### src/include/core_regs_defs.vh
// constants for the core register file and interrupt entry block
`ifndef CORE_REGS_DEFS_VH
`define CORE_REGS_DEFS_VH

// ==========================================================
// memory-mapped offsets
`define IDX_HIGH_OFF   8'hbe
`define IDX_LOW_OFF    8'hbf
`define SP_OFF         8'hce
`define FLAGS_OFF      8'hcf

// ==========================================================
// condition_flags bit positions
`define FLAG_C         0
`define FLAG_H         1
`define FLAG_Z         2
`define FLAG_N         3
`define FLAG_G         4
`define FLAG_R         5

// ==========================================================
// reset values and fixed addresses
`define SP_RESET       4'hf
`define STACK_BASE     8'h30
`define PC_BASE        12'h800
`define PC_RESET_OFS   10'h000
`define IDX_SPACE_BIT  11

`endif

### src/hdl/irq_priority.v
// fixed-priority selector for the four interrupt sources
`timescale 1ns/1ns
module irq_priority (
  // requests: [3] wake-up edge, [2] first timer, [1] second timer, [0] software
  input  wire [3:0] req_i,
  // selection
  output reg  [3:0] grant_o,
  output wire       any_o
);

  assign any_o = |req_i;

  // ==========================================================
  // highest set request wins
  always @* begin
    grant_o = 4'h0;
    if (req_i[3]) begin
      grant_o = 4'h8;
    end else if (req_i[2]) begin
      grant_o = 4'h4;
    end else if (req_i[1]) begin
      grant_o = 4'h2;
    end else if (req_i[0]) begin
      grant_o = 4'h1;
    end
  end

endmodule

### src/hdl/core_regs.v
// programmer-visible core registers, stack sequencing and interrupt entry
//
// Behaviour
// - an 8-bit accumulator holds operands and results.
// - indexed address is index bits 10:0 plus an 8-bit offset, cut to 8 bits in data space.
// - indexed writes into program space never reach code memory.
// - index pointer high nibble at 0xBE, low byte at 0xBF.
// - index bit 11 is write-only; 0 selects data, 1 program space.
// - only the lower eleven index bits count; bit 11 never changes by counting.
// - 10-bit program counter, reset to address 0x800 in normal mode.
// - 4-bit stack pointer over 0x30-0x3F, reset to 0xF.
// - push decrements by two, pull increments by two, points at free slot.
// - call pushes return address low byte first; return pulls it into PC.
// - 8-bit flags register with C, H, Z, N, mask G and write-busy R.
// - carry from ALU, set/clear, rotate, carry-load and carry-invert ops.
// - half carry records the nibble boundary overflow.
// - zero flag set when the result is zero, else cleared.
// - negative flag copies result bit seven.
// - mask clear keeps interrupts pending; mask set lets them be recognized.
// - mask clear after reset; set by the mask-set instruction, interrupt return or a flags write.
// - interrupt entry pushes PC, fetches vector, clears mask; five cycles.
// - interrupt return pulls in reverse order, sets mask, resumes there.
// - priority wake-up edge, first timer, second timer, software.
`timescale 1ns/1ns
`include "core_regs_defs.vh"
module core_regs #(
  parameter PC_W        = 10,
  parameter TEST_PC_OFS = 10'h000,
  parameter VEC_EDGE    = 12'hbfa,
  parameter VEC_TMR0    = 12'hbfb,
  parameter VEC_TMR1    = 12'hbfc,
  parameter VEC_SWI     = 12'hbfd
) (
  // clock and reset
  input  wire             sys_clk_i,
  input  wire             sys_rst_i,
  input  wire             normal_mode_i,
  // accumulator
  input  wire             acc_we_i,
  input  wire [7:0]       acc_d_i,
  output reg  [7:0]       acc_o,
  // flag updates from the execution unit
  input  wire [3:0]       flag_we_i,
  input  wire [7:0]       alu_result_i,
  input  wire             alu_carry_i,
  input  wire             alu_half_i,
  input  wire             carry_load_op_i,
  input  wire             carry_load_bit_i,
  input  wire             carry_invert_op_i,
  input  wire             mask_set_i,
  input  wire             mask_clear_i,
  input  wire             eeprom_busy_i,
  output wire [7:0]       condition_flags_o,
  // index pointer
  input  wire             idx_load_i,
  input  wire [11:0]      idx_d_i,
  input  wire             idx_inc_i,
  input  wire             idx_dec_i,
  input  wire             idx_req_i,
  input  wire             idx_wr_i,
  input  wire [7:0]       idx_offset_i,
  output reg  [11:0]      eff_addr_o,
  output reg              idx_mem_re_o,
  output reg              idx_mem_we_o,
  // program counter
  input  wire             pc_load_i,
  input  wire [11:0]      pc_d_i,
  input  wire             pc_inc_i,
  output wire [11:0]      pc_o,
  // call, return and interrupt sequencing
  input  wire             subroutine_call_i,
  input  wire [11:0]      call_target_i,
  input  wire             subroutine_return_i,
  input  wire             interrupt_return_i,
  input  wire             instr_done_i,
  input  wire             wakeup_edge_irq_i,
  input  wire             first_timer_irq_i,
  input  wire             second_timer_irq_i,
  input  wire             software_interrupt_i,
  output reg  [3:0]       irq_ack_o,
  output wire             seq_busy_o,
  // stack memory port
  output reg  [7:0]       stack_addr_o,
  output reg  [7:0]       stack_wdata_o,
  output reg              stack_we_o,
  output reg              stack_re_o,
  input  wire [7:0]       stack_rdata_i,
  // memory-mapped access
  input  wire [7:0]       mem_addr_i,
  input  wire             mem_wr_i,
  input  wire             mem_rd_i,
  input  wire [7:0]       mem_wdata_i,
  output reg  [7:0]       mem_rdata_o,
  output reg              mem_hit_o
);

  // ==========================================================
  // sequencer states
  localparam [2:0] S_IDLE    = 3'd0;
  localparam [2:0] S_PUSH_LO = 3'd1;
  localparam [2:0] S_PUSH_HI = 3'd2;
  localparam [2:0] S_VECTOR  = 3'd3;
  localparam [2:0] S_PULL_HI = 3'd4;
  localparam [2:0] S_PULL_LO = 3'd5;
  localparam [2:0] S_FINISH  = 3'd6;

  reg [2:0]       state;
  reg [3:0]       sp;
  reg [11:0]      idx;
  reg [PC_W-1:0]  pc;
  reg             flag_c;
  reg             flag_h;
  reg             flag_z;
  reg             flag_n;
  reg             flag_g;
  reg             is_irq;
  reg             is_interrupt_return;
  reg [11:0]      seq_target;
  reg [11:0]      ret_addr;
  reg [3:0]       grant_q;
  reg             ret_addr_pending;
  wire [3:0]      grant;
  wire            irq_any;
  wire            recognize;
  wire            call_start;
  wire            ret_start;
  wire [10:0]     idx_sum;

  // ==========================================================
  // helpers
  function [7:0] stack_addr;
    input [3:0] ptr;
    begin
      stack_addr = `STACK_BASE + {4'h0, ptr};
    end
  endfunction

  function [PC_W-1:0] to_pc;
    input [11:0] addr;
    reg   [11:0] ofs;
    begin
      ofs   = addr - `PC_BASE;
      to_pc = ofs[PC_W-1:0];
    end
  endfunction

  // ==========================================================
  // interrupt arbitration
  irq_priority u_prio (
    .req_i   ({wakeup_edge_irq_i, first_timer_irq_i, second_timer_irq_i, software_interrupt_i}),
    .grant_o (grant),
    .any_o   (irq_any)
  );

  assign call_start = (state == S_IDLE) && subroutine_call_i;
  assign ret_start  = (state == S_IDLE) && !subroutine_call_i && (subroutine_return_i || interrupt_return_i);
  assign recognize  = (state == S_IDLE) && flag_g && irq_any && instr_done_i &&
                      !subroutine_call_i && !subroutine_return_i && !interrupt_return_i;
  assign seq_busy_o = (state != S_IDLE);
  assign pc_o       = `PC_BASE + {{(12-PC_W){1'b0}}, pc};

  // ==========================================================
  // accumulator
  always @(posedge sys_clk_i) begin
    if (sys_rst_i) begin
      acc_o <= 8'h00;
    end else if (acc_we_i) begin
      acc_o <= acc_d_i;
    end
  end

  // ==========================================================
  // index pointer and indexed address
  assign idx_sum = idx[10:0] + {3'h0, idx_offset_i};

  always @(posedge sys_clk_i) begin
    if (sys_rst_i) begin
      idx <= 12'h000;
    end else if (idx_load_i) begin
      idx <= idx_d_i;
    end else if (idx_inc_i) begin
      idx[10:0] <= idx[10:0] + 11'h001;
    end else if (idx_dec_i) begin
      idx[10:0] <= idx[10:0] - 11'h001;
    end else if (mem_wr_i && mem_addr_i == `IDX_HIGH_OFF) begin
      idx[11:8] <= mem_wdata_i[3:0];
    end else if (mem_wr_i && mem_addr_i == `IDX_LOW_OFF) begin
      idx[7:0] <= mem_wdata_i;
    end
  end

  always @(posedge sys_clk_i) begin
    if (sys_rst_i) begin
      eff_addr_o   <= 12'h000;
      idx_mem_re_o <= 1'b0;
      idx_mem_we_o <= 1'b0;
    end else begin
      idx_mem_re_o <= idx_req_i && !idx_wr_i;
      idx_mem_we_o <= idx_req_i && idx_wr_i && !idx[`IDX_SPACE_BIT];
      if (idx_req_i) begin
        if (idx[`IDX_SPACE_BIT]) begin
          eff_addr_o <= {1'b1, idx_sum};
        end else begin
          eff_addr_o <= {4'h0, idx_sum[7:0]};
        end
      end
    end
  end

  // ==========================================================
  // condition flags
  assign condition_flags_o = {2'b00, eeprom_busy_i, flag_g, flag_n, flag_z, flag_h, flag_c};

  always @(posedge sys_clk_i) begin
    if (sys_rst_i) begin
      flag_c <= 1'b0;
      flag_h <= 1'b0;
      flag_z <= 1'b0;
      flag_n <= 1'b0;
    end else begin
      if (flag_we_i[`FLAG_C]) begin
        flag_c <= alu_carry_i;
      end else if (carry_load_op_i) begin
        flag_c <= carry_load_bit_i;
      end else if (carry_invert_op_i) begin
        flag_c <= !flag_c;
      end else if (mem_wr_i && mem_addr_i == `FLAGS_OFF) begin
        flag_c <= mem_wdata_i[`FLAG_C];
      end
      if (flag_we_i[`FLAG_H]) begin
        flag_h <= alu_half_i;
      end else if (mem_wr_i && mem_addr_i == `FLAGS_OFF) begin
        flag_h <= mem_wdata_i[`FLAG_H];
      end
      if (flag_we_i[`FLAG_Z]) begin
        flag_z <= (alu_result_i == 8'h00);
      end else if (mem_wr_i && mem_addr_i == `FLAGS_OFF) begin
        flag_z <= mem_wdata_i[`FLAG_Z];
      end
      if (flag_we_i[`FLAG_N]) begin
        flag_n <= alu_result_i[7];
      end else if (mem_wr_i && mem_addr_i == `FLAGS_OFF) begin
        flag_n <= mem_wdata_i[`FLAG_N];
      end
    end
  end

  // mask: hardware entry clear and return set take precedence over software
  always @(posedge sys_clk_i) begin
    if (sys_rst_i) begin
      flag_g <= 1'b0;
    end else if (state == S_FINISH && is_irq) begin
      flag_g <= 1'b0;
    end else if (state == S_FINISH && is_interrupt_return) begin
      flag_g <= 1'b1;
    end else if (mask_set_i) begin
      flag_g <= 1'b1;
    end else if (mask_clear_i) begin
      flag_g <= 1'b0;
    end else if (mem_wr_i && mem_addr_i == `FLAGS_OFF) begin
      flag_g <= mem_wdata_i[`FLAG_G];
    end
  end

  // ==========================================================
  // call, return and interrupt entry sequencer
  always @(posedge sys_clk_i) begin
    if (sys_rst_i) begin
      state         <= S_IDLE;
      sp            <= `SP_RESET;
      pc            <= normal_mode_i ? `PC_RESET_OFS : TEST_PC_OFS;
      is_irq        <= 1'b0;
      is_interrupt_return       <= 1'b0;
      seq_target    <= 12'h000;
      ret_addr      <= 12'h000;
      grant_q       <= 4'h0;
      irq_ack_o     <= 4'h0;
      stack_addr_o  <= 8'h00;
      stack_wdata_o <= 8'h00;
      stack_we_o    <= 1'b0;
      stack_re_o    <= 1'b0;
    end else begin
      stack_we_o <= 1'b0;
      stack_re_o <= 1'b0;
      irq_ack_o  <= 4'h0;
      case (state)
        S_IDLE: begin
          if (call_start || recognize) begin
            state         <= S_PUSH_LO;
            is_irq        <= recognize;
            is_interrupt_return       <= 1'b0;
            grant_q       <= grant;
            seq_target    <= call_target_i;
            stack_addr_o  <= stack_addr(sp);
            stack_wdata_o <= pc_o[7:0];
            stack_we_o    <= 1'b1;
          end else if (ret_start) begin
            state        <= S_PULL_HI;
            is_irq       <= 1'b0;
            is_interrupt_return      <= interrupt_return_i;
            stack_addr_o <= stack_addr(sp + 4'h1);
            stack_re_o   <= 1'b1;
          end else if (pc_load_i) begin
            pc <= to_pc(pc_d_i);
          end else if (pc_inc_i) begin
            pc <= pc + {{(PC_W-1){1'b0}}, 1'b1};
          end else if (mem_wr_i && mem_addr_i == `SP_OFF) begin
            sp <= mem_wdata_i[3:0];
          end
        end
        S_PUSH_LO: begin
          state         <= S_PUSH_HI;
          stack_addr_o  <= stack_addr(sp - 4'h1);
          stack_wdata_o <= {4'h0, pc_o[11:8]};
          stack_we_o    <= 1'b1;
          sp            <= sp - 4'h2;
        end
        S_PUSH_HI: begin
          state <= is_irq ? S_VECTOR : S_FINISH;
        end
        S_VECTOR: begin
          state     <= S_FINISH;
          irq_ack_o <= grant_q;
          if (grant_q[3]) begin
            seq_target <= VEC_EDGE;
          end else if (grant_q[2]) begin
            seq_target <= VEC_TMR0;
          end else if (grant_q[1]) begin
            seq_target <= VEC_TMR1;
          end else begin
            seq_target <= VEC_SWI;
          end
        end
        S_PULL_HI: begin
          state        <= S_PULL_LO;
          stack_addr_o <= stack_addr(sp + 4'h2);
          stack_re_o   <= 1'b1;
        end
        S_PULL_LO: begin
          state          <= S_FINISH;
          ret_addr[11:8] <= stack_rdata_i[3:0];
          sp             <= sp + 4'h2;
        end
        S_FINISH: begin
          state <= S_IDLE;
          if (is_irq || !(is_interrupt_return || ret_addr_pending)) begin
            pc <= to_pc(seq_target);
          end else begin
            pc <= to_pc({ret_addr[11:8], stack_rdata_i});
          end
        end
        default: begin
          state <= S_IDLE;
        end
      endcase
    end
  end

  // marks that the finishing sequence is a pull rather than a call
  always @(posedge sys_clk_i) begin
    if (sys_rst_i) begin
      ret_addr_pending <= 1'b0;
    end else if (ret_start) begin
      ret_addr_pending <= 1'b1;
    end else if (state == S_FINISH) begin
      ret_addr_pending <= 1'b0;
    end
  end

  // ==========================================================
  // memory-mapped read port
  always @(posedge sys_clk_i) begin
    if (sys_rst_i) begin
      mem_rdata_o <= 8'h00;
      mem_hit_o   <= 1'b0;
    end else begin
      mem_hit_o   <= 1'b0;
      mem_rdata_o <= 8'h00;
      if (mem_rd_i) begin
        if (mem_addr_i == `IDX_HIGH_OFF) begin
          mem_rdata_o <= {5'h00, idx[10:8]};
          mem_hit_o   <= 1'b1;
        end else if (mem_addr_i == `IDX_LOW_OFF) begin
          mem_rdata_o <= idx[7:0];
          mem_hit_o   <= 1'b1;
        end else if (mem_addr_i == `SP_OFF) begin
          mem_rdata_o <= {4'h0, sp};
          mem_hit_o   <= 1'b1;
        end else if (mem_addr_i == `FLAGS_OFF) begin
          mem_rdata_o <= condition_flags_o;
          mem_hit_o   <= 1'b1;
        end
      end
    end
  end

endmodule

### config.mk
export PLATFORM = sky130hd
export DESIGN_NAME = core_regs
export DESIGN_NICKNAME = d
export VERILOG_FILES = /design/src/hdl/irq_priority.v /design/src/hdl/core_regs.v
export VERILOG_INCLUDE_DIRS = /design/src /design/src/include
export SDC_FILE = /design/constraint.sdc
export NUM_CORES = 1
export LEC_CHECK = 0
export BUFFER_PORTS_ARGS = -buffer_cell sky130_fd_sc_hd__buf_2
export CAP_MARGIN = 10
export CORE_ASPECT_RATIO = 1.25
export CORE_UTILIZATION = 48
export CTS_BUF_LIST = sky130_fd_sc_hd__clkbuf_4
export CTS_CLUSTER_SIZE = 25
export DETAILED_ROUTE_END_ITERATION = 8
export HOLD_SLACK_MARGIN = 0.05
export PLACE_DENSITY = 0.77
export SYNTH_ARGS = -nofsm -noshare
export SYNTH_HDL_FRONTEND = slang
export SYNTH_HIERARCHICAL = 1
export SYNTH_SLANG_ARGS = --single-unit
### constraint.sdc
create_clock -name sys_clk_i -period 2.1 [get_ports sys_clk_i]
set_input_delay 0.105 -clock sys_clk_i [delete_from_list [all_inputs] [get_ports sys_clk_i]]
set_output_delay 0.105 -clock sys_clk_i [all_outputs]
set_load 0.03 [all_outputs]
# Word level (Yosys, flattened, before mapping)
# Index checks and enable logic that the tools add are counted.
[totals] elab_cells=202 out_inout_bits=74 regBits=106 input_bits=117
[op_classes] muxes=72 n_bitwise=2 add_sub_neg=16 n_eq_ne=21 reduce_logical=62
[ops] cell="10-bit 2-to-1 mux" n=6
[ops] cell="8-bit 2-to-1 mux" n=6
[ops] cell="10-bit case mux with 2 select lines" n=2
[ops] cell="4-bit 2-to-1 mux" n=9
[ops] cell="8-bit == test (second input constant)" n=4
[ops] cell="1-bit 2-to-1 mux" n=31
[ops] cell="10-bit by 1-bit subtractor with 10-bit output (second input constant)" n=3
[ops] cell="6-bit by 4-bit adder with 7-bit output (first input constant)" n=4
[ops] cell="12-bit 2-to-1 mux" n=2
[ops] cell="8-bit case mux with 3 select lines" n=1
[ops] cell="11-bit 2-to-1 mux" n=2
[ops] cell="1-bit logical AND" n=18
[ops] cell="3-bit 2-to-1 mux" n=6
[ops] cell="2-bit nonzero test" n=9
[ops] cell="8-bit case mux with 2 select lines" n=1
[ops] cell="4-bit nonzero test" n=4
[ops] cell="3-bit case mux with 5 select lines" n=1
[ops] cell="12-bit by 10-bit adder with 12-bit output (first input constant)" n=1
[ops] cell="6-bit 2-to-1 mux" n=2
[ops] cell="2-bit != test (second input constant)" n=6
[ops] cell="4-bit case mux with 3 select lines" n=1
[ops] cell="2-bit AND reduction" n=6
[ops] cell="11-bit by 1-bit adder with 11-bit output (second input constant)" n=1
[ops] cell="11-bit by 8-bit adder with 11-bit output" n=1
[ops] cell="26 further kinds" n=46

# Depth between registers and ports, before layout
# Gate-level depths: netlist (run 1).
[logic_depth] ltp_word=10 depth_mapped=7 depth_no_buf=7

# Hierarchy
# Netlist (run 1), hierarchy kept.
[modules_own_cells] mod="core_regs" seq_area_each_um2=2062.0 cells_each=766 n_inst=1 area_per_inst_um2=6087.1
[modules_own_cells] mod="irq_priority" seq_area_each_um2=0.0 cells_each=5 n_inst=1 area_per_inst_um2=37.5

# Worst setup path before layout (run 1)
# OpenSTA, ideal clock, no wires.
[synth_path] kind="register to register" startpoint="register idx[0]" endpoint="register eff_addr_o[8]" setup_ns=0.126 period_less_slack_ns=2.038 t_required_ns=1.974 slack_ns=0.062 n_path_buf=0 path_stages_with_launch=8 t_arrival_ns=1.912 cell_sequence="dfxtp_1 ha_1 fa_1 a21o_1 a211o_1 a211oi_1 xor2_1 o21ai_0"
[synth_between] elab_chain_cells=2
[synth_rtl] item="from (decl)" line_no="core_regs.v:109" rtl="reg [11:0] idx;"
[synth_rtl] item="from (signal assigned)" line_no="core_regs.v:180" rtl="idx <= idx_d_i;"
[synth_rtl] item="from (signal assigned)" line_no="core_regs.v:182" rtl="idx[10:0] <= idx[10:0] + 11'h001;"
[synth_rtl] item="from (signal assigned)" line_no="core_regs.v:184" rtl="idx[10:0] <= idx[10:0] - 11'h001;"
[synth_rtl] item="11-bit by 8-bit adder with 11-bit output" line_no="core_regs.v:174" rtl="assign idx_sum = idx[10:0] + {3'h0, idx_offset_i};"
[synth_rtl] item="12-bit 2-to-1 mux" line_no="core_regs.v:201" rtl="if (idx[`IDX_SPACE_BIT]) begin"
[synth_rtl] item="to (signal assigned)" line_no="core_regs.v:202" rtl="eff_addr_o <= {1'b1, idx_sum};"
[synth_rtl] item="to (signal assigned)" line_no="core_regs.v:204" rtl="eff_addr_o <= {4'h0, idx_sum[7:0]};"
[synth_rtl] item="to (decl)" line_no="core_regs.v:62" rtl="output reg [11:0] eff_addr_o,"
# Every way passes these cells.
# A chain may end at the register's enable or synchronous reset.

# Worst setup path in the final report (run 1)
[layout_path] startpoint="register state[0]" endpoint="register flag_g"
[layout_between] elab_chain_cells=3 word_cells_on_any_way=6 classes_between="1 x eq/ne; 1 x mux; 4 x reduce/logical"
[layout_rtl] item="from (decl)" line_no="core_regs.v:107" rtl="reg [2:0] state;"
[layout_rtl] item="from (signal assigned)" line_no="core_regs.v:319" rtl="state <= is_irq ? S_VECTOR : S_FINISH;"
[layout_rtl] item="3-bit == test *" line_no="core_regs.v:252, core_regs.v:254"
[layout_rtl] item="1-bit logical AND (on tied branches)" line_no="core_regs.v:254, core_regs.v:252"
[layout_rtl] item="4-bit nonzero test (no line), or another cell as far along"
[layout_rtl] item="to (signal assigned)" line_no="core_regs.v:261" rtl="flag_g <= mem_wdata_i[`FLAG_G];"
[layout_rtl] item="to (decl)" line_no="core_regs.v:115" rtl="reg flag_g;"
# Mark *: on every way between the ends. The rest lies on a longest branch, timed or not.

==> run metrics, run 1 <==
outcome finished, final reports clean; VDD IR-drop max around 420 uV; R2R Setup Slk ~0.085 ns; Crit. Startpoint state[0]$_SDFFE_PP0P_; TritonRoute pass-1 iters 6; GP Congestion between 0.9 and 1; worst reg2reg path endpoint flag_g$_SDFFE_PP0P_; worst hold path class in -> reg; hold path depth 3; final net count roughly 1,200; Worst-path clk slew about 0.16 ns; die width approximately 100 microns; core area between 10,000 and 15,000 sq um; Max Clk Rate around 500 MHz; full die area 13,200 sq um; Synthesis Warnings 6; WL final 19,700 microns; slew at the pin closest to its max-slew limit ~0.8 ns; routed vias a little under 7,000; met3 Usage GRT around 5.3%; largest net degree at the start of global routing 53; Port Buffer Count between 150 and 200; synth cell count leaders 103 x dfxtp_1, 85 x nand2_1, 77 x nor2_1; required time worst endpoint approximately 2.5 ns; Yosys cell types 76; GR Overflow Total 0; register bit total from synthesis 103; Layout area overhead 32.6%; Setup-failing EPs final 0; fin crit period 2.01 ns; Top FF cell, synth dfxtp_1; Rel. slew slack between 40% and 50%; GRT Util Overall between 20 and 30%; synth top area cells dfxtp_1 34%, a21oi_1 5.2%, nand2_1 5.2%, mux2i_1 4.7%, nor2_1 4.7%; row count 45; average cell area after synthesis approximately 8 sq um; static leakage 3.65 nW; Hold Crit Endpoint acc_o[5]$_SDFFE_PP0P_; Finished Core Util 66.2%; clock tree buffer depth 2; Crit Path Max Fanout 20; origin of the worst min-delay path acc_we_i; ANT nets after route 0; worst-skew pair later-pin latency roughly 0.47 ns; clock sinks 103; CTS tree done; ys async rst share 0%; Synth top area share between 30% and 40%; R2R cell count 7; Setup TNS Final 0 ns; RSZ-0062 raised after global routing true; initial antenna violation count 0; routed len/inst 16.5 microns; met2 GRT Util 53.2%; Pwr per Cell Area 655 nW/um^2; max-slew violations 0; Die H approximately 130 microns; Clock Tree Root clkbuf_4; Worst Setup End Kind flip-flop; CP startpoint kind flip-flop; cells after synthesis approximately 770; H-tree Lvls 3; worst flop-to-flop path startpoint state[0]$_SDFFE_PP0P_; post-synth top area cell dfxtp_1; Final Hold Fails 0; Post-Syn Area 6120 sq um; part of the Yosys area used for sequential elements roughly a third; period utilisation layout 95.9%; share of layout cells above drive strength 1 between 20% and 30%; Num CTS Buffers 9; Worst Setup Path Type reg -> reg; Worst Path Arrival 2.39 ns; number of DRC markers in iteration 0 about 460; DRC 0; Clock Skews between 0.02 and 0.025 ns; starting density of the core around 50%; Max Cap Viol 0; vias per cell around 5.8; number of global-route vias before repair about 6,500; Most Crowded Layer GR met2; DP HPWL 13,200 microns; GRT met1 Usage around a third; most frequent cell after synthesis dfxtp_1; Post-synth EDFFs 0; first-pass GRT wire length slightly above 30,000 microns; I/O pin cnt around 190
-- report_power, final --
part	switching, mW	internal (mW)
combinational	1.20	0.858
clock	0.699	0.244
sequential	0.173	2.15
-- what timing repair did --
item,4_1_cts,5_1_grt
buffers inserted,0,0
endpoints found under the setup margin,0,6
hold buffers,75,0
hold endpoints to repair,64,0
resized for setup,0,6
-- worst max-delay path by stage --
stage	endpoint	cells after the start	slack (ns)
final	flag_g$_SDFFE_PP0P_	7	0.09
after floorplan	eff_addr_o[8]$_SDFFE_PP0P_	7	0.06
after global placement	eff_addr_o[8]$_SDFFE_PP0P_	7	0.07
after global routing	eff_addr_o[8]$_SDFFE_PP0P_	7	-0.01
after CTS	eff_addr_o[8]$_SDFFE_PP0P_	7	0.01
after detailed placement	seq_target[2]$_SDFFE_PP0P_	7	-0.02
-- cell type report --
class,instances,area [sq um]
Antenna cell,1,2.50
Clock buffer,9,67.6
Clock inverter,7,50.0
Fill cell,1057,4150
Inverter,20,75.1
Multi-Input combinational cell,588,3650
Sequential cell,103,2060
Tap cell,164,205
Timing Repair Buffer,301,2010
-- sequential cells by signal (all words and copies together) (netlist names), 2 cells and up --
signal / cells
acc_o: 8
mem_rdata_o: 8
ret_addr: 2
grant_q: 4
idx: 12
stack_wdata_o: 8
irq_ack_o: 4
stack_addr_o: 5
eff_addr_o: 12
state: 3
sp: 4
seq_target: 10
pc: 10
-- layout by cell type (no fill, tap or decap), types with 12 or more instances in the layout --
cell,count
a211oi_1,12
a21oi_1,63
a31oi_1,12
buf_2,179
buf_4,45
dfxtp_1,101
dlygate4sd3_1,75
ha_1,16
inv_1,20
mux2i_1,29
nand2_1,85
nand2b_1,14
nand3_1,39
nor2_1,77
nor3_1,21
o21ai_0,35
xor2_1,14
-- routing by layer --
layer  wire length (microns)  vias up  part of all wire [%]
met1                    7310     3216                    37
met5                       0        -                     0
met2                   10100      324                    51
met3                    1440       73                   7.3
li1                        -     3262                     -
met4                     802        0                   4.1
-- critical path, cell delays in order, from the launching register on --
cell           delay [ns]
dfxtp_1              0.39
buf_6                0.19
and3b_1              0.22
buf_4                0.18
a21oi_1              0.14
o21ai_0              0.08
dlygate4sd3_1        0.55
and3_1               0.16
-- per-stage QoR --
step	hold slack (ns)	std cells	total power [mW]	worst slack [ns]	area, sq um
detailed placement	0.277	1100	4.24	-0.0202	7220
floorplan	0.176	775	3.65	0.0617	6140
global route	0.0624	1192	5.61	-0.0123	8120
CTS	0.0507	1191	5.28	0.0123	8090
finish	0.0733	1193	5.32	0.0855	8120
global placement	0.278	1100	4.21	0.0670	7220
-- cells by family (layout without fill, tap and decap cells) --
group                      count (synthesis)  count (layout)  share of synthesized area, %
and+or+nand+nor                          303             303                          24.4
muxes                                     34              34                          5.66
buffers and inverters                     84             337                          7.19
adders and majority gates                 17              17                          3.60
AOI/OAI and AO/OA                        205             205                          22.1
other                                      2               7                         0.123
xor gates and xnor gates                  23              23                          3.29
DFF                                      103             103                          33.7
No activity file was read; power rests on OpenSTA's default activity.
==> inputs of run 2 (changes only) <==
==> constraint.sdc (replaced) <==
create_clock -name sys_clk_i -period 1.6 [get_ports sys_clk_i]
set_input_delay 0.08 -clock sys_clk_i [delete_from_list [all_inputs] [get_ports sys_clk_i]]
set_output_delay 0.08 -clock sys_clk_i [all_outputs]
set_load 0.03 [all_outputs]
==> run 2 against run 1 <==
The flow now finishes with violations (negative setup slack). Core utilization up 9.7 points. Final cell count rose by 7.2%. Worst hold slack lost 0.018 ns. Register-to-register slack worse by 0.47 ns. Sequential power is 31% higher. Critical endpoint is now eff_addr_o[6]$_SDFFE_PP0P_. Largest cell class unchanged.
==> run metrics, run 2 (synthesized netlist as in run 1, its figures left out) <==
outcome finished, violations left; failing checks negative setup slack; I/O pin cnt 191; CP startpoint kind flip-flop; VDD IR-drop max 595 uV; most frequent CP cell a211o_1; top layer in use met4; GP Congestion 0.923; max-slew violations 0; critical path, cell by cell ha_4 -> fa_2 -> a21o_1 -> a211o_1 -> a21oi_2 -> nor4_1 -> a211o_1; biggest registers after layout eff_addr_o (12), idx (12); Clock Skews 0.0253 ns; worst hold path class in -> reg; Pwr Total between 7 and 8 mW; worst-skew pair later-pin latency approximately 0.48 ns; number of global-route vias before repair roughly 7,200; Num CTS Buffers 9; starting density of the core roughly half; H-tree Lvls 3; highest-delay cell along the critical path dfxtp_2; Final Hold Fails 0; routed vias 7,463; die width a little over 100 microns; core area ~12,000 sq um; required time worst endpoint roughly 2 ns; DR WL met3 1820 microns; metal2 WL roughly 12,000 microns; clock sinks slightly above 100; full die area roughly 13,000 sq um; static leakage between 4 and 5 nW; Max Cap Viol 0; share of layout cells above drive strength 1 around 37%; met1 wire length 8000 microns; fin crit period around 2.0 ns; WL final between 20,000 and 25,000 microns; Setup-failing EPs final 17; hold slack final approximately 0.055 ns; Crit Path Max Fanout 3; vias per cell ~5.8; Final WS setup -0.386 ns; Pwr per Cell Area about 840 nW/um^2; Layout area overhead 52.0%; initial antenna violation count 1; final net count approximately 1,200; Setup TNS Final -2.67 ns; Worst Path Arrival ~2.4 ns; number of DRC markers in iteration 0 659; R2R Setup Slk -0.39 ns; row count 45; placed insts 1,158; Worst Setup Path Type reg -> reg; GR Overflow Total 0; worst path bufs/invs 0; period utilisation layout 124%; Largest delay share family, worst path compound AO/OA/AOI/OAI gates; clock tree buffer depth 2; Clock Tree Root clkbuf_4; GRT Util Overall about 33%; largest net degree at the start of global routing 68; first-pass GRT wire length 33,900 microns; Worst-path clk slew about 0.18 ns; Die H approximately 130 microns; TritonRoute pass-1 iters 5; RSZ-0062 raised after global routing true; CTS tree done; Non-Filler Instances between 1,000 and 1,500; DP HPWL about 14,000 microns; DRC 0; CP peak stage delay around 0.37 ns; Worst Setup End Kind flip-flop; most frequent cells in the layout 178 x buf_2, 102 x buf_4, 88 x dfxtp_1, 86 x dlygate4sd3_1, 83 x nand2_1; routed len/inst between 15 and 20 microns; ANT nets after route 0; Port Buffer Count about 180; commonest non-fill, non-tap cell in the layout buf_2; Finished Core Util 75.9%; Max Clk Rate just over 500 MHz
[run 2: cell types whose count changed in the layout (fill, tap and decap cells not counted), sizes merged]
cell	delta
a22o	+1
buf	+74
clkinv	-3
dlygate4sd3	+11
inv	+3
[run 2: area by class of cell]
class,instances,area [sq um]
inverter,20,80.1
clock buffer,9,67.6
timing repair buffer,386,2770
multi-input combinational,589,4030
sequential,103,2090
tap,164,205
clock inverter,7,63.8
antenna,1,2.50
fill,838,2960
[run 2: final timing paths]
kind,end,start,cells past startpoint
min reg2reg,eff_addr_o[8]$_SDFFE_PP0P_,eff_addr_o[8]$_SDFFE_PP0P_,2
max,eff_addr_o[6]$_SDFFE_PP0P_,idx[0]$_SDFFE_PP0P_,7
min,pc[3]$_SDFFE_PP0P_,stack_rdata_i[3],5
max reg2reg,eff_addr_o[6]$_SDFFE_PP0P_,idx[0]$_SDFFE_PP0P_,7
[run 2: metrics by stage]
stage	worst slack [ns]	area (sq um)
after CTS	-0.353	9050
after detailed placement	-0.347	7800
after global routing	-0.437	9310
final	-0.386	9310
after floorplan	-0.276	6260
after global placement	-0.313	7800
[run 2: where the power goes]
group	switching, mW	leakage, nW	internal, mW
sequential	0.210	0.850	2.83
combinational	1.91	3.26	1.56
clock	0.970	0.0666	0.352
total	3.09	4.17	4.75
[run 2: what timing repair did]
item	in CTS	in global routing
pin swaps	23	20
endpoints found under the hold margin	70	0
buffers inserted	7	10
cloned	0	1
resized for setup	54	48
endpoints found under the setup margin	35	46
hold buffers	86	0
[run 2: per-layer routing]
metal  vias up  track usage [%]
met1      3418             34.5
met4         0             18.7
met3       128             6.32
met5         -                0
li1       3457                -
met2       460             61.1
[run 2: worst reg2reg max path, cell delays in order (launching register included)]
cell     delay [ns]
dfxtp_2        0.37
ha_4           0.16
fa_2           0.35
a21o_1         0.19
a211o_1        0.33
a21oi_2        0.19
nor4_1         0.09
a211o_1        0.23
==> inputs of run 3 (changes only) <==
--- a/config.mk
+++ b/config.mk
@@ -9,12 +9,13 @@
 export BUFFER_PORTS_ARGS = -buffer_cell sky130_fd_sc_hd__buf_2
 export CAP_MARGIN = 10
 export CORE_ASPECT_RATIO = 1.25
+export CORE_MARGIN = 4
 export CORE_UTILIZATION = 48
 export CTS_BUF_LIST = sky130_fd_sc_hd__clkbuf_4
 export CTS_CLUSTER_SIZE = 25
 export DETAILED_ROUTE_END_ITERATION = 8
 export HOLD_SLACK_MARGIN = 0.05
-export PLACE_DENSITY = 0.77
+export PLACE_DENSITY = 0.74
 export SYNTH_ARGS = -nofsm -noshare
 export SYNTH_HDL_FRONTEND = slang
 export SYNTH_HIERARCHICAL = 1
==> constraint.sdc (replaced) <==
create_clock -name sys_clk_i -period 2.5 [get_ports sys_clk_i]
set_input_delay 0.125 -clock sys_clk_i [delete_from_list [all_inputs] [get_ports sys_clk_i]]
set_output_delay 0.125 -clock sys_clk_i [all_outputs]
set_load 0.03 [all_outputs]
==> run 3 against run 2 <==
The run now ends clean. Register-to-register slack improved by 0.76 ns. Final cell count decreased by 9.5%. First-iteration DRC count decreased by 36%. Final area decreased by 15%. Clock power decreased by 17%. Critical path depth increased by 1. Critical endpoint is now sp[0]$_SDFFE_PP1P_. Largest cell class unchanged. Largest power group is now registers.
==> run metrics, run 3 (synthesized netlist as in run 1, its figures left out) <==
outcome finished, final reports clean; share of layout cells above drive strength 1 a little under a quarter; met1 wire length 7330 microns; Worst Setup Path Type in -> reg; Largest delay share family, worst path simple AND/OR/NAND/NOR gates; Max Cap Viol 0; Port Buffer Count between 150 and 200; worst hold path class in -> reg; static leakage 3.55 nW; fin crit period 2.23 ns; Clock Tree Root clkbuf_4; metal2 WL 9960 microns; DRC 0; ANT nets after route 0; Worst Setup End Kind flip-flop; Die H 134 microns; GP Congestion just over 0.9; critical path, cell by cell dlygate4sd3_1 -> buf_2 -> or4_1 -> and3_1 -> nor3_1 -> a41o_2 -> a21oi_1 -> a311o_1; period utilisation layout 89.3%; biggest registers after layout eff_addr_o (12), idx (12); Max Clk Rate 448 MHz; GR Overflow Total 0; Rel. slew slack between 15 and 20%; row count 45; final net count approximately 1,100; GRT Util Overall about a quarter; commonest non-fill, non-tap cell in the layout buf_2; CP peak stage delay ~0.56 ns; WL final ~19,000 microns; Crit Path Max Fanout 7; DP HPWL between 10,000 and 15,000 microns; max-slew violations 0; routed len/inst about 17 microns; Diodes inserted 0; clock sinks around 100; worst path bufs/invs 2; highest-delay cell along the critical path dlygate4sd3_1; slew at the pin closest to its max-slew limit about 1.2 ns; largest net degree at the start of global routing 73; Setup TNS Final 0 ns; top layer in use met4; VDD IR-drop max between 300 and 400 uV; first-pass GRT wire length 30,900 microns; starting density of the core roughly 50%; H-tree Lvls 3; initial antenna violation count 0; placed insts approximately 1,100; Fill cells 1,085; vias per cell between 5 and 6; number of global-route vias before repair 6,289; RSZ-0062 raised after global routing false; Worst Path Arrival 2.62 ns; Final Hold Fails 0; full die area around 15,000 sq um; CP startpoint kind input port; DR WL met3 1280 microns; Setup-failing EPs final 0; Layout area overhead 29.2%; Sequential Area around 2100 sq um; required time worst endpoint around 2.9 ns; Num CTS Buffers 9; area of the multi-input gates 3640 sq um; core area between 10,000 and 15,000 sq um; Worst-path clk slew about 0.15 ns; die width approximately 110 microns; TritonRoute pass-1 iters 6; I/O pin cnt 191; clock tree buffer depth 2; Pwr per Cell Area 587 nW/um^2; Clock Skews around 0.023 ns; Non-Filler Instances between 1,000 and 1,500; CTS tree done; routed vias ~6,600; number of DRC markers in iteration 0 423; most frequent cells in the layout 179 x buf_2, 103 x dfxtp_1, 85 x nand2_1, 77 x nor2_1, 71 x dlygate4sd3_1; worst-skew pair later-pin latency between 0.4 and 0.5 ns
## run 3: power by group
group | switching, mW | total (mW) | internal (mW)
logic | 0.943 | 1.58 | 0.638
registers | 0.175 | 1.98 | 1.80
clock network | 0.563 | 1.09 | 0.523
## run 3: worst paths after layout
check / from / end / slack, ns / cells past startpoint
hold reg to reg: ret_addr[8]$_SDFFE_PP0P_ / ret_addr[8]$_SDFFE_PP0P_ / 0.46 / 2
hold / removal: pc_d_i[3] / pc[3]$_SDFFE_PP0P_ / 0.06 / 5
setup reg to reg: state[1]$_SDFFE_PP0P_ / flag_g$_SDFFE_PP0P_ / 0.37 / 5
setup / recovery: second_timer_irq_i / sp[0]$_SDFFE_PP1P_ / 0.27 / 8
## run 3: worst register-to-register path, delay by kind of cell, from the launching register on
| kind | cells | cell delay, ns |
|---|---|---|
| compound gates | 2 | 0.23 |
| buf+inv | 1 | 0.56 |
| flops | 1 | 0.60 |
| simple gates | 2 | 0.69 |
## run 3: repair_timing
| item | CTS | global route |
|---|---|---|
| hold buffers | 71 | 0 |
| endpoints found under the hold margin | 61 | 0 |
| setup buffers | 0 | 0 |
| resized for setup | 0 | 0 |
| setup endpoints to repair | 0 | 0 |
## run 3: stage by stage
stage | utilization [%] | power, mW | worst slack, ns | area (sq um) | hold WS, ns
3_3_place_gp | 57.0 | 3.47 | 0.417 | 7020 | 0.301
2_1_floorplan | - | 3.07 | 0.462 | 6140 | 0.196
3_5_place_dp | 57.0 | 3.48 | 0.388 | 7020 | 0.299
5_1_grt | 64.2 | 4.91 | 0.206 | 7910 | 0.0626
4_1_cts | 64.2 | 4.64 | 0.347 | 7910 | 0.0559
6_report | 64.2 | 4.64 | 0.267 | 7910 | 0.0624
## run 3: cell type report
cell class | instances | area share, %
timing repair buffer | 268 | 22.2
clock buffer | 11 | 1.04
sequential | 103 | 26.1
multi-input combinational | 588 | 46.0
inverter | 20 | 0.949
tap | 164 | 2.59
clock inverter | 4 | 1.20
## run 3: routing by layer
metal | global-route usage, % | up-vias
li1 | - | 3198
met1 | 30.5 | 3043
met2 | 46.6 | 266
met3 | 4.24 | 47
met4 | 10.4 | 0
met5 | 0 | -
